==> src/rtl/acs_pkg.sv <==
// constants, register map and field layout of the clock-setting register block
//////////////////////////////////////////////////////////////////////////////
//////////////////////////////////////////////////////////////////////////////
package acs_pkg;
	localparam int          REG_W      = 16;
	localparam int          IDX_W      = 7;
	localparam int          NUM_CTRL   = 10;
	localparam int          SYNC_W     = 130;
	// register indices; byte address is four times the index
	localparam logic [6:0] IDX_CLOCK   = 7'h00;
	localparam logic [6:0] IDX_SER_OUT = 7'h01;
	localparam logic [6:0] IDX_SER_IN  = 7'h02;
	localparam logic [6:0] IDX_POWER   = 7'h03;
	localparam logic [6:0] IDX_VOLUME  = 7'h10;
	localparam logic [6:0] IDX_TONE    = 7'h12;
	localparam logic [6:0] IDX_DEEMPH  = 7'h13;
	localparam logic [6:0] IDX_DACSRC  = 7'h14;
	localparam logic [6:0] IDX_INTERP  = 7'h18;
	localparam logic [6:0] IDX_DIGIN   = 7'h30;
	localparam logic [6:0] IDX_SUPPL   = 7'h40;
	localparam logic [6:0] IDX_DIGSTAT = 7'h59;
	localparam logic [6:0] IDX_CS_L0   = 7'h5A;
	localparam logic [6:0] IDX_CS_L1   = 7'h5B;
	localparam logic [6:0] IDX_CS_L2   = 7'h5C;
	localparam logic [6:0] IDX_CS_R0   = 7'h5D;
	localparam logic [6:0] IDX_CS_R1   = 7'h5E;
	localparam logic [6:0] IDX_CS_R2   = 7'h5F;
	localparam logic [6:0] IDX_COARSE  = 7'h62;
	localparam logic [6:0] IDX_LOOPST  = 7'h68;
	localparam logic [6:0] IDX_DEVINFO = 7'h7E;
	localparam logic [6:0] IDX_SWRST   = 7'h7F;
	// writable registers: index, reset value, implemented-bit mask
	localparam logic [6:0] CTRL_IDX [NUM_CTRL] = '{IDX_CLOCK, IDX_SER_OUT, IDX_SER_IN,
		IDX_POWER, IDX_VOLUME, IDX_TONE, IDX_DEEMPH, IDX_DACSRC, IDX_DIGIN, IDX_SUPPL};
	localparam logic [15:0] CTRL_RST [NUM_CTRL] = '{16'h0000, 16'h0000, 16'h0000,
		16'h2013, 16'h0000, 16'h0000, 16'h0000, 16'h0000, 16'h0000, 16'h0000};
	localparam logic [15:0] CTRL_MASK [NUM_CTRL] = '{16'h039F, 16'h0187, 16'h0007,
		16'h3013, 16'hFFFF, 16'hFFFF, 16'hFFFF, 16'hFFFF, 16'hFFFF, 16'hFFFF};
	localparam logic [15:0] LOOP_COARSE_RST = 16'h0000;
	// clock register field positions
	localparam int          XDIV_LSB   = 8;
	localparam int          SRC_BIT    = 7;
	localparam int          PRE_LSB    = 2;
	localparam int          CKOUT_BIT  = 1;
	localparam int          SYN_EN_BIT = 0;
	// ratios and sample-rate multiples
	localparam logic [10:0] PRE_R0     = 11'h024;
	localparam logic [10:0] PRE_R1     = 11'h271;
	localparam logic [10:0] PRE_R2     = 11'h280;
	localparam logic [10:0] PRE_R3     = 11'h465;
	localparam logic [9:0]  XTAL_FS_UNIT = 10'h080;
	localparam logic [6:0]  DAC_FS_MULT  = 7'h40;
	typedef enum logic [0:0] {ACS_IDLE = 1'b0, ACS_ANSWER = 1'b1} acs_apb_e;
endpackage : acs_pkg

==> src/rtl/acs_clock_regs.sv <==
// apb register block with clock-setting decode for the audio receiver
//
// Added by the designer: the APB interface to the registers.
`timescale 1ns/1ps
module acs_clock_regs #(
	parameter int          APB_ADDR_W  = 12,
	parameter logic [15:0] DEVICE_INFO = 16'h0000 // arbitrary value
) (
	input  wire logic                       clk_i,
	input  wire logic                       sys_rst_i,
	input  wire logic                       ce_i,
	input  wire logic                       psel_i,
	input  wire logic                       penable_i,
	input  wire logic                       pwrite_i,
	input  wire logic [APB_ADDR_W-1:0]      paddr_i,
	input  wire logic [31:0]                pwdata_i,
	input  wire logic [3:0]                 pstrb_i,
	output logic                            pready_o,
	output logic [31:0]                     prdata_o,
	output logic                            pslverr_o,
	input  wire logic [acs_pkg::REG_W-1:0]  interp_status_i,
	input  wire logic [acs_pkg::REG_W-1:0]  digital_input_status_i,
	input  wire logic [acs_pkg::REG_W-1:0]  loop_status_i,
	input  wire logic [39:0]                chan_status_left_i,
	input  wire logic [39:0]                chan_status_right_i,
	input  wire logic                       recovered_clk_i,
	input  wire logic                       xtal_clk_i,
	output logic [1:0]                      crystal_divider_sel_o,
	output logic [9:0]                      xtal_fs_mult_o,
	output logic [3:0]                      dac_div_ratio_o,
	output logic [6:0]                      dac_fs_mult_o,
	output logic                            synth_source_sel_o,
	output logic                            synth_mode_enable_o,
	output logic [2:0]                      prescaler_ratio_sel_o,
	output logic [10:0]                     prescaler_ratio_o,
	output logic                            prescaler_reserved_o,
	output logic                            clock_output_source_sel_o,
	output logic                            clock_output_pin_o,
	output logic [acs_pkg::REG_W-1:0]       serial_output_settings_o,
	output logic [acs_pkg::REG_W-1:0]       serial_input_settings_o,
	output logic [acs_pkg::REG_W-1:0]       power_down_settings_o,
	output logic [acs_pkg::REG_W-1:0]       volume_left_right_o,
	output logic [acs_pkg::REG_W-1:0]       sound_feature_tone_o,
	output logic [acs_pkg::REG_W-1:0]       deemphasis_mute_o,
	output logic [acs_pkg::REG_W-1:0]       dac_source_clock_o,
	output logic [acs_pkg::REG_W-1:0]       digital_input_settings_o,
	output logic [acs_pkg::REG_W-1:0]       supplemental_settings_o,
	output logic [acs_pkg::REG_W-1:0]       loop_coarse_ratio_o
);
	import acs_pkg::*;

	//////////////////////////////////////////////////////////////////////////
	// elaboration checks

	// index field sits in paddr[8:2], so narrower buses cannot reach 7FH
	if (APB_ADDR_W < 9 || APB_ADDR_W > 32) begin : g_bad_addr_w
		$error("APB_ADDR_W must lie between 9 and 32");
	end

	//////////////////////////////////////////////////////////////////////////
	// declarations

	acs_apb_e           state;
	logic [15:0]        ctrl_q [NUM_CTRL];
	logic [15:0]        coarse_q;
	logic [SYNC_W-1:0]  pin_raw;
	logic [SYNC_W-1:0]  sync1;
	logic [SYNC_W-1:0]  sync2;
	logic [SYNC_W-1:0]  sync3;
	logic [SYNC_W-1:0]  pin_q;
	logic [IDX_W-1:0]   acc_idx;
	logic               acc_aligned;
	logic               hit_ctrl;
	logic               hit_coarse;
	logic               hit_swrst;
	logic               hit_status;
	logic               addr_valid;
	logic [15:0]        rd_word;
	logic               commit;
	logic               wr_commit;
	logic               swrst_commit;
	logic [15:0]        wdata_lanes_next [NUM_CTRL];
	logic [15:0]        coarse_lanes_next;

	//////////////////////////////////////////////////////////////////////////
	// input synchronisers

	// all status words and both sampled clocks cross from outside the domain
	assign pin_raw = {xtal_clk_i, recovered_clk_i, chan_status_right_i,
		chan_status_left_i, loop_status_i, digital_input_status_i,
		interp_status_i};

	// three stages per bit; a change is taken once stages two and three agree
	for (genvar b = 0; b < SYNC_W; b++) begin : g_sync
		always_ff @(posedge clk_i or posedge sys_rst_i) begin
			if (sys_rst_i) begin
				sync1[b] <= 1'b0;
				sync2[b] <= 1'b0;
				sync3[b] <= 1'b0;
				pin_q[b] <= 1'b0;
			end else if (ce_i) begin
				sync1[b] <= pin_raw[b];
				sync2[b] <= sync1[b];
				sync3[b] <= sync2[b];
				if (sync2[b] == sync3[b]) begin
					pin_q[b] <= sync3[b];
				end
			end
		end
	end

	//////////////////////////////////////////////////////////////////////////
	// address decode

	// misaligned or out-of-range byte addresses never hit a register
	always_comb begin
		acc_idx     = paddr_i[8:2];
		acc_aligned = (paddr_i[1:0] == 2'h0);
		if (APB_ADDR_W > 9) begin
			acc_aligned = acc_aligned && ((paddr_i >> 9) == '0);
		end
		hit_ctrl = 1'b0;
		for (int i = 0; i < NUM_CTRL; i++) begin
			if (acc_idx == CTRL_IDX[i]) begin
				hit_ctrl = 1'b1;
			end
		end
		hit_coarse = (acc_idx == IDX_COARSE);
		hit_swrst  = (acc_idx == IDX_SWRST);
		unique case (acc_idx)
			IDX_INTERP, IDX_DIGSTAT, IDX_LOOPST, IDX_DEVINFO,
			IDX_CS_L0, IDX_CS_L1, IDX_CS_L2,
			IDX_CS_R0, IDX_CS_R1, IDX_CS_R2: hit_status = 1'b1;
			default: hit_status = 1'b0;
		endcase
		addr_valid = acc_aligned &&
			(hit_ctrl || hit_coarse || hit_swrst || hit_status);
	end

	// read view; write-only registers read as zero
	always_comb begin
		unique case (acc_idx)
			IDX_INTERP:  rd_word = pin_q[15:0];
			IDX_DIGSTAT: rd_word = pin_q[31:16];
			IDX_LOOPST:  rd_word = pin_q[47:32];
			IDX_CS_L0:   rd_word = pin_q[63:48];
			IDX_CS_L1:   rd_word = pin_q[79:64];
			IDX_CS_L2:   rd_word = {8'h00, pin_q[87:80]};
			IDX_CS_R0:   rd_word = pin_q[103:88];
			IDX_CS_R1:   rd_word = pin_q[119:104];
			IDX_CS_R2:   rd_word = {8'h00, pin_q[127:120]};
			IDX_DEVINFO: rd_word = DEVICE_INFO;
			default:     rd_word = 16'h0000;
		endcase
		if (!acc_aligned) begin
			rd_word = 16'h0000;
		end
	end

	//////////////////////////////////////////////////////////////////////////
	// apb handshake

	// the write lands on the edge that samples pready high, never earlier
	assign commit       = (state == ACS_ANSWER) && psel_i && penable_i;
	assign wr_commit    = commit && pwrite_i && acc_aligned;
	assign swrst_commit = wr_commit && hit_swrst;

	// one wait state: answer is prepared, then held for the completing edge
	always_ff @(posedge clk_i or posedge sys_rst_i) begin
		if (sys_rst_i) begin
			state     <= ACS_IDLE;
			pready_o  <= 1'b0;
			prdata_o  <= 32'h0000_0000;
			pslverr_o <= 1'b0;
		end else if (ce_i) begin
			unique case (state)
				ACS_IDLE: begin
					if (psel_i && penable_i) begin
						state     <= ACS_ANSWER;
						pready_o  <= 1'b1;
						pslverr_o <= !addr_valid;
						prdata_o  <= pwrite_i ? 32'h0000_0000 : {16'h0000, rd_word};
					end
				end
				ACS_ANSWER: begin
					state     <= ACS_IDLE;
					pready_o  <= 1'b0;
					pslverr_o <= 1'b0;
					prdata_o  <= 32'h0000_0000;
				end
			endcase
		end
	end

	//////////////////////////////////////////////////////////////////////////
	// control registers

	// byte strobes pick lanes; unimplemented bits never store
	for (genvar g = 0; g < NUM_CTRL; g++) begin : g_ctrl
		always_comb begin
			wdata_lanes_next[g][15:8] = pstrb_i[1] ? pwdata_i[15:8] : ctrl_q[g][15:8];
			wdata_lanes_next[g][7:0]  = pstrb_i[0] ? pwdata_i[7:0] : ctrl_q[g][7:0];
			wdata_lanes_next[g]       = wdata_lanes_next[g] & CTRL_MASK[g];
		end

		always_ff @(posedge clk_i or posedge sys_rst_i) begin
			if (sys_rst_i) begin
				ctrl_q[g] <= CTRL_RST[g];
			end else if (ce_i) begin
				if (swrst_commit) begin
					ctrl_q[g] <= CTRL_RST[g];
				end else if (wr_commit && acc_idx == CTRL_IDX[g]) begin
					ctrl_q[g] <= wdata_lanes_next[g];
				end
			end
		end
	end

	// coarse ratio has no defined bit layout, so all sixteen bits store
	always_comb begin
		coarse_lanes_next[15:8] = pstrb_i[1] ? pwdata_i[15:8] : coarse_q[15:8];
		coarse_lanes_next[7:0]  = pstrb_i[0] ? pwdata_i[7:0] : coarse_q[7:0];
	end

	always_ff @(posedge clk_i or posedge sys_rst_i) begin
		if (sys_rst_i) begin
			coarse_q <= LOOP_COARSE_RST;
		end else if (ce_i) begin
			if (swrst_commit) begin
				coarse_q <= LOOP_COARSE_RST;
			end else if (wr_commit && hit_coarse) begin
				coarse_q <= coarse_lanes_next;
			end
		end
	end

	// other settings go straight out from their flip-flops
	assign serial_output_settings_o = ctrl_q[1];
	assign serial_input_settings_o  = ctrl_q[2];
	assign power_down_settings_o    = ctrl_q[3];
	assign volume_left_right_o      = ctrl_q[4];
	assign sound_feature_tone_o     = ctrl_q[5];
	assign deemphasis_mute_o        = ctrl_q[6];
	assign dac_source_clock_o       = ctrl_q[7];
	assign digital_input_settings_o = ctrl_q[8];
	assign supplemental_settings_o  = ctrl_q[9];
	assign loop_coarse_ratio_o      = coarse_q;

	//////////////////////////////////////////////////////////////////////////
	// clock-setting decode

	// crystal ratio 1:2..1:8 and crystal clock 128..512 fs; dac at 64 fs
	always_ff @(posedge clk_i or posedge sys_rst_i) begin
		if (sys_rst_i) begin
			crystal_divider_sel_o <= 2'h0;
			xtal_fs_mult_o        <= XTAL_FS_UNIT;
			dac_div_ratio_o       <= 4'h2;
			dac_fs_mult_o         <= DAC_FS_MULT;
		end else if (ce_i) begin
			crystal_divider_sel_o <= ctrl_q[0][XDIV_LSB+:2];
			xtal_fs_mult_o        <= XTAL_FS_UNIT * (10'(ctrl_q[0][XDIV_LSB+:2]) + 10'h1);
			dac_div_ratio_o       <= {ctrl_q[0][XDIV_LSB+:2], 1'b0} + 4'h2;
			dac_fs_mult_o         <= DAC_FS_MULT;
		end
	end

	// synthesizer source and enable follow their bits directly
	always_ff @(posedge clk_i or posedge sys_rst_i) begin
		if (sys_rst_i) begin
			synth_source_sel_o  <= 1'b0;
			synth_mode_enable_o <= 1'b0;
		end else if (ce_i) begin
			synth_source_sel_o  <= ctrl_q[0][SRC_BIT];
			synth_mode_enable_o <= ctrl_q[0][SYN_EN_BIT];
		end
	end

	// ratio only meaningful while the synthesizer runs; reserved codes give 0
	always_ff @(posedge clk_i or posedge sys_rst_i) begin
		if (sys_rst_i) begin
			prescaler_ratio_sel_o <= 3'h0;
			prescaler_ratio_o     <= 11'h000;
			prescaler_reserved_o  <= 1'b0;
		end else if (ce_i) begin
			prescaler_ratio_sel_o <= ctrl_q[0][PRE_LSB+:3];
			prescaler_reserved_o  <= ctrl_q[0][PRE_LSB+2];
			if (!ctrl_q[0][SYN_EN_BIT]) begin
				prescaler_ratio_o <= 11'h000;
			end else begin
				unique case (ctrl_q[0][PRE_LSB+:3])
					3'h0:    prescaler_ratio_o <= PRE_R0;
					3'h1:    prescaler_ratio_o <= PRE_R1;
					3'h2:    prescaler_ratio_o <= PRE_R2;
					3'h3:    prescaler_ratio_o <= PRE_R3;
					default: prescaler_ratio_o <= 11'h000;
				endcase
			end
		end
	end

	// sampled clocks only; faithful only well below half the 10 MHz rate
	always_ff @(posedge clk_i or posedge sys_rst_i) begin
		if (sys_rst_i) begin
			clock_output_source_sel_o <= 1'b0;
			clock_output_pin_o        <= 1'b0;
		end else if (ce_i) begin
			clock_output_source_sel_o <= ctrl_q[0][CKOUT_BIT];
			clock_output_pin_o        <= ctrl_q[0][CKOUT_BIT] ? pin_q[129] : pin_q[128];
		end
	end

endmodule : acs_clock_regs

==> config.mk <==
export PLATFORM = sky130hd
export DESIGN_NAME = acs_clock_regs
export DESIGN_NICKNAME = d
export VERILOG_FILES = /design/src/rtl/acs_pkg.sv /design/src/rtl/acs_clock_regs.sv
export SDC_FILE = /design/constraint.sdc
export NUM_CORES = 1
export LEC_CHECK = 0
export BUFFER_PORTS_ARGS = -buffer_cell sky130_fd_sc_hd__buf_2
export CAP_MARGIN = 20
export CORE_MARGIN = 4
export CORE_UTILIZATION = 62
export CTS_CLUSTER_DIAMETER = 200
export CTS_CLUSTER_SIZE = 20
export DETAILED_ROUTE_END_ITERATION = 10
export PLACE_DENSITY = 0.95
export SLEW_MARGIN = 20
export SYNTH_ARGS = -nofsm -noshare
export SYNTH_HDL_FRONTEND = slang
export SYNTH_SLANG_ARGS = --single-unit
==> constraint.sdc <==
create_clock -name clk_i -period 42.4 [get_ports clk_i]
set_input_delay 6.36 -clock clk_i [delete_from_list [all_inputs] [get_ports clk_i]]
set_output_delay 6.36 -clock clk_i [all_outputs]
set_load 0.02 [all_outputs]
==> metrics <==
status=finished clean; Yosys Warn Count=0; Hold Slack=0.476 ns; CTS tree=done; Worst Tran Pin Value=around 1.1 ns; CTS Buffer Depth=3; Main synth FF type=dfrtp_1; Pwr Density=roughly 44 nW/um2; Setup Buffers After CTS=0; IO buf count=332; crit share post-route=0.223; hold buffers post-CTS=0; largest net degree at the start of global routing=178; Iteration-0 DRC Markers=1,801; Max Clock Skew=0.0140 ns; Avg Cell Area, Syn=12.4 um2; Required @ worst endpoint=about 43 ns; DR WL/cell=22.1 um; maximum VDD drop=0.0330 mV; final hold violations=0; Synth area leader=dfrtp_1; DRT Wirelength=71.1 mm; final setup margin=32.93 ns; initial antenna violation count=7; CP max FO=about 120; clock sink total=691; Vias=19,144; #FFs+latches synth=around 690; row count=80; clock slew at reported path FFs=0.08 ns; post-cts sizing count=0; Total Neg Setup Slack=0 ns; Seq. cell area=17,300 um2; top-area cell type share of the netlist area=0.574; DRT antenna net count=0; first-pass GRT wire length=roughly 110 mm; detailed placer's ending HPWL=49.8 mm; pre-CTS WS=31.95 ns; crit end category=register; Num CTS Buffers=40; Initial Utilization=0.626; post-synthesis sequential area ratio=0.578; clock root cell=clkbuf_16; Post-synth EDFFs=0; Final Max Slew Viols=0; area delta synth->final=7.30%; H-tree depth=2; I/O pin count=420; arrival time of the worst setup path=a little under 10 ns; core area=47,700 um2; DIE HEIGHT=228 um; die area=51,800 um2; DR DRC count=0; Total Routing Usage GR=0.268; Pleak=0.0149 uW; WS Path Type=in2reg; clk_lat worst skew=0.60 ns; fmax=106 MHz; vias in the first global route=just under 20,000; type of the most critical hold path=reg2reg; CP Launch Type=input pin; area occupied by multi-input gates=11,000 um2; layout cells sized above 1=0.356; Syn Std Cell Area=29,900 um2; final-layout fill cell count=around 3,200; Post-Syn Instances=2,415; # nets final=2,762; FFs w/ async S/R, synth=1.00; Final Setup Violations=0; count of different cell masters after synthesis=64; remaining global-route overflow=0; RSZ-0062 raised after global routing=false; Via density=slightly below 6; chip width=228 um; gpl congestion=0.864; Slew headroom=0.278; TritonRoute pass-1 iters=7; Max Cap Viol=0; Period minus WS final=9.47 ns; Synth area leaders=dfrtp_1, mux2_2, buf_4
## state kept, by name, summed over array words and instances (netlist names), 5 cells and up
register,flops
dac_source_clock_o,16
volume_left_right_o,16
prdata_o,16
serial_output_settings_o,5
prescaler_ratio_o,7
ctrl_q,8
sound_feature_tone_o,16
supplemental_settings_o,16
sync2,130
sync3,130
deemphasis_mute_o,16
power_down_settings_o,5
digital_input_settings_o,16
loop_coarse_ratio_o,16
sync1,130
pin_q,130
## Yosys cell counts (19+ instances only)
| library cell | instances |
|---|---|
| clkbuf_1 | 96 |
| mux2_2 | 498 |
| a22o_1 | 32 |
| nor2_1 | 147 |
| o22ai_1 | 19 |
| nor2b_1 | 21 |
| nand2b_1 | 131 |
| buf_4 | 183 |
| dfrtp_1 | 686 |
| a21oi_1 | 272 |
| o21ai_0 | 38 |
| nand3_1 | 32 |
| a22oi_1 | 29 |
| nand2_1 | 70 |
## cells in the final DEF, fill, tap and decap left out, drive strengths merged, types with 32 or more instances in the layout
cell / count
mux2: 498
nand2: 70
nand3: 32
a21oi: 279
a22o: 32
conb: 69
nor2: 148
o21ai: 50
dfrtp: 686
nand2b: 131
clkbuf: 54
buf: 352
## worst paths after layout
check	cells past startpoint	startpoint	slack [ns]	end
worst max-delay path	8	ce_i	32.93	pin_q[64]
worst min-delay path	2	dac_div_ratio_o[1]	0.48	dac_div_ratio_o[1]
worst max register to register	4	state	40.10	deemphasis_mute_o[3]
worst min register to register	2	dac_div_ratio_o[1]	0.48	dac_div_ratio_o[1]
max in group asynchronous	4	sys_rst_i	33.96	pin_q[9]
min in group asynchronous	2	sys_rst_i	5.90	supplemental_settings_o[14]
## cell type report
cell class	instances	share of cell area
Inverter	16	0.00211
Sequential cell	691	0.539
Clock buffer	53	0.0327
Timing Repair Buffer	353	0.0586
Multi-Input combinational cell	1475	0.342
Clock inverter	4	0.00175
Antenna cell	2	0.000156
Tap cell	615	0.0240
## metrics by stage
step	cell area, um2	cells	power, uW	util
finish	32100	3209	1420	0.672
global route	32100	3209	1480	0.672
CTS	32000	3205	1430	0.671
detailed placement	30900	3148	1030	0.648
global placement	30900	3147	1010	0.648
floorplan	30200	2482	969	-
## routing by layer
metal | wire length, um | global-route usage | vias up
li1 | - | - | 8510
met1 | 27100 | 0.336 | 9706
met2 | 36000 | 0.467 | 763
met3 | 5130 | 0.0496 | 161
met4 | 2800 | 0.103 | 4
met5 | 23 | 0 | -
## where the power goes
part	switching [uW]	total, uW	internal, uW
Clock	215	391	176
Combinational	103	203	99.3
Sequential	74.6	825	750
Total	392	1420	1030
## kinds of logic (layout without fill, tap and decap cells)
kind of cell	after synthesis	count (layout)	synth area share
flops	691	691	0.578
compound gates	438	438	0.0865
buf+inv	316	426	0.0637
mux	512	512	0.193
xor+xnor	1	1	0.000293
simple gates	454	454	0.0779
other cells	2	71	0.000251
fa+ha+maj	1	1	0.000418
## worst max-delay path, stage by stage
cell      delay [ns]
buf_8           0.52
buf_4           0.88
buf_4           0.50
buf_16          0.34
buf_6           0.66
nand2b_1        0.14
a21oi_1         0.22
nor2_1          0.08
No activity file was read; power rests on OpenSTA's default activity.
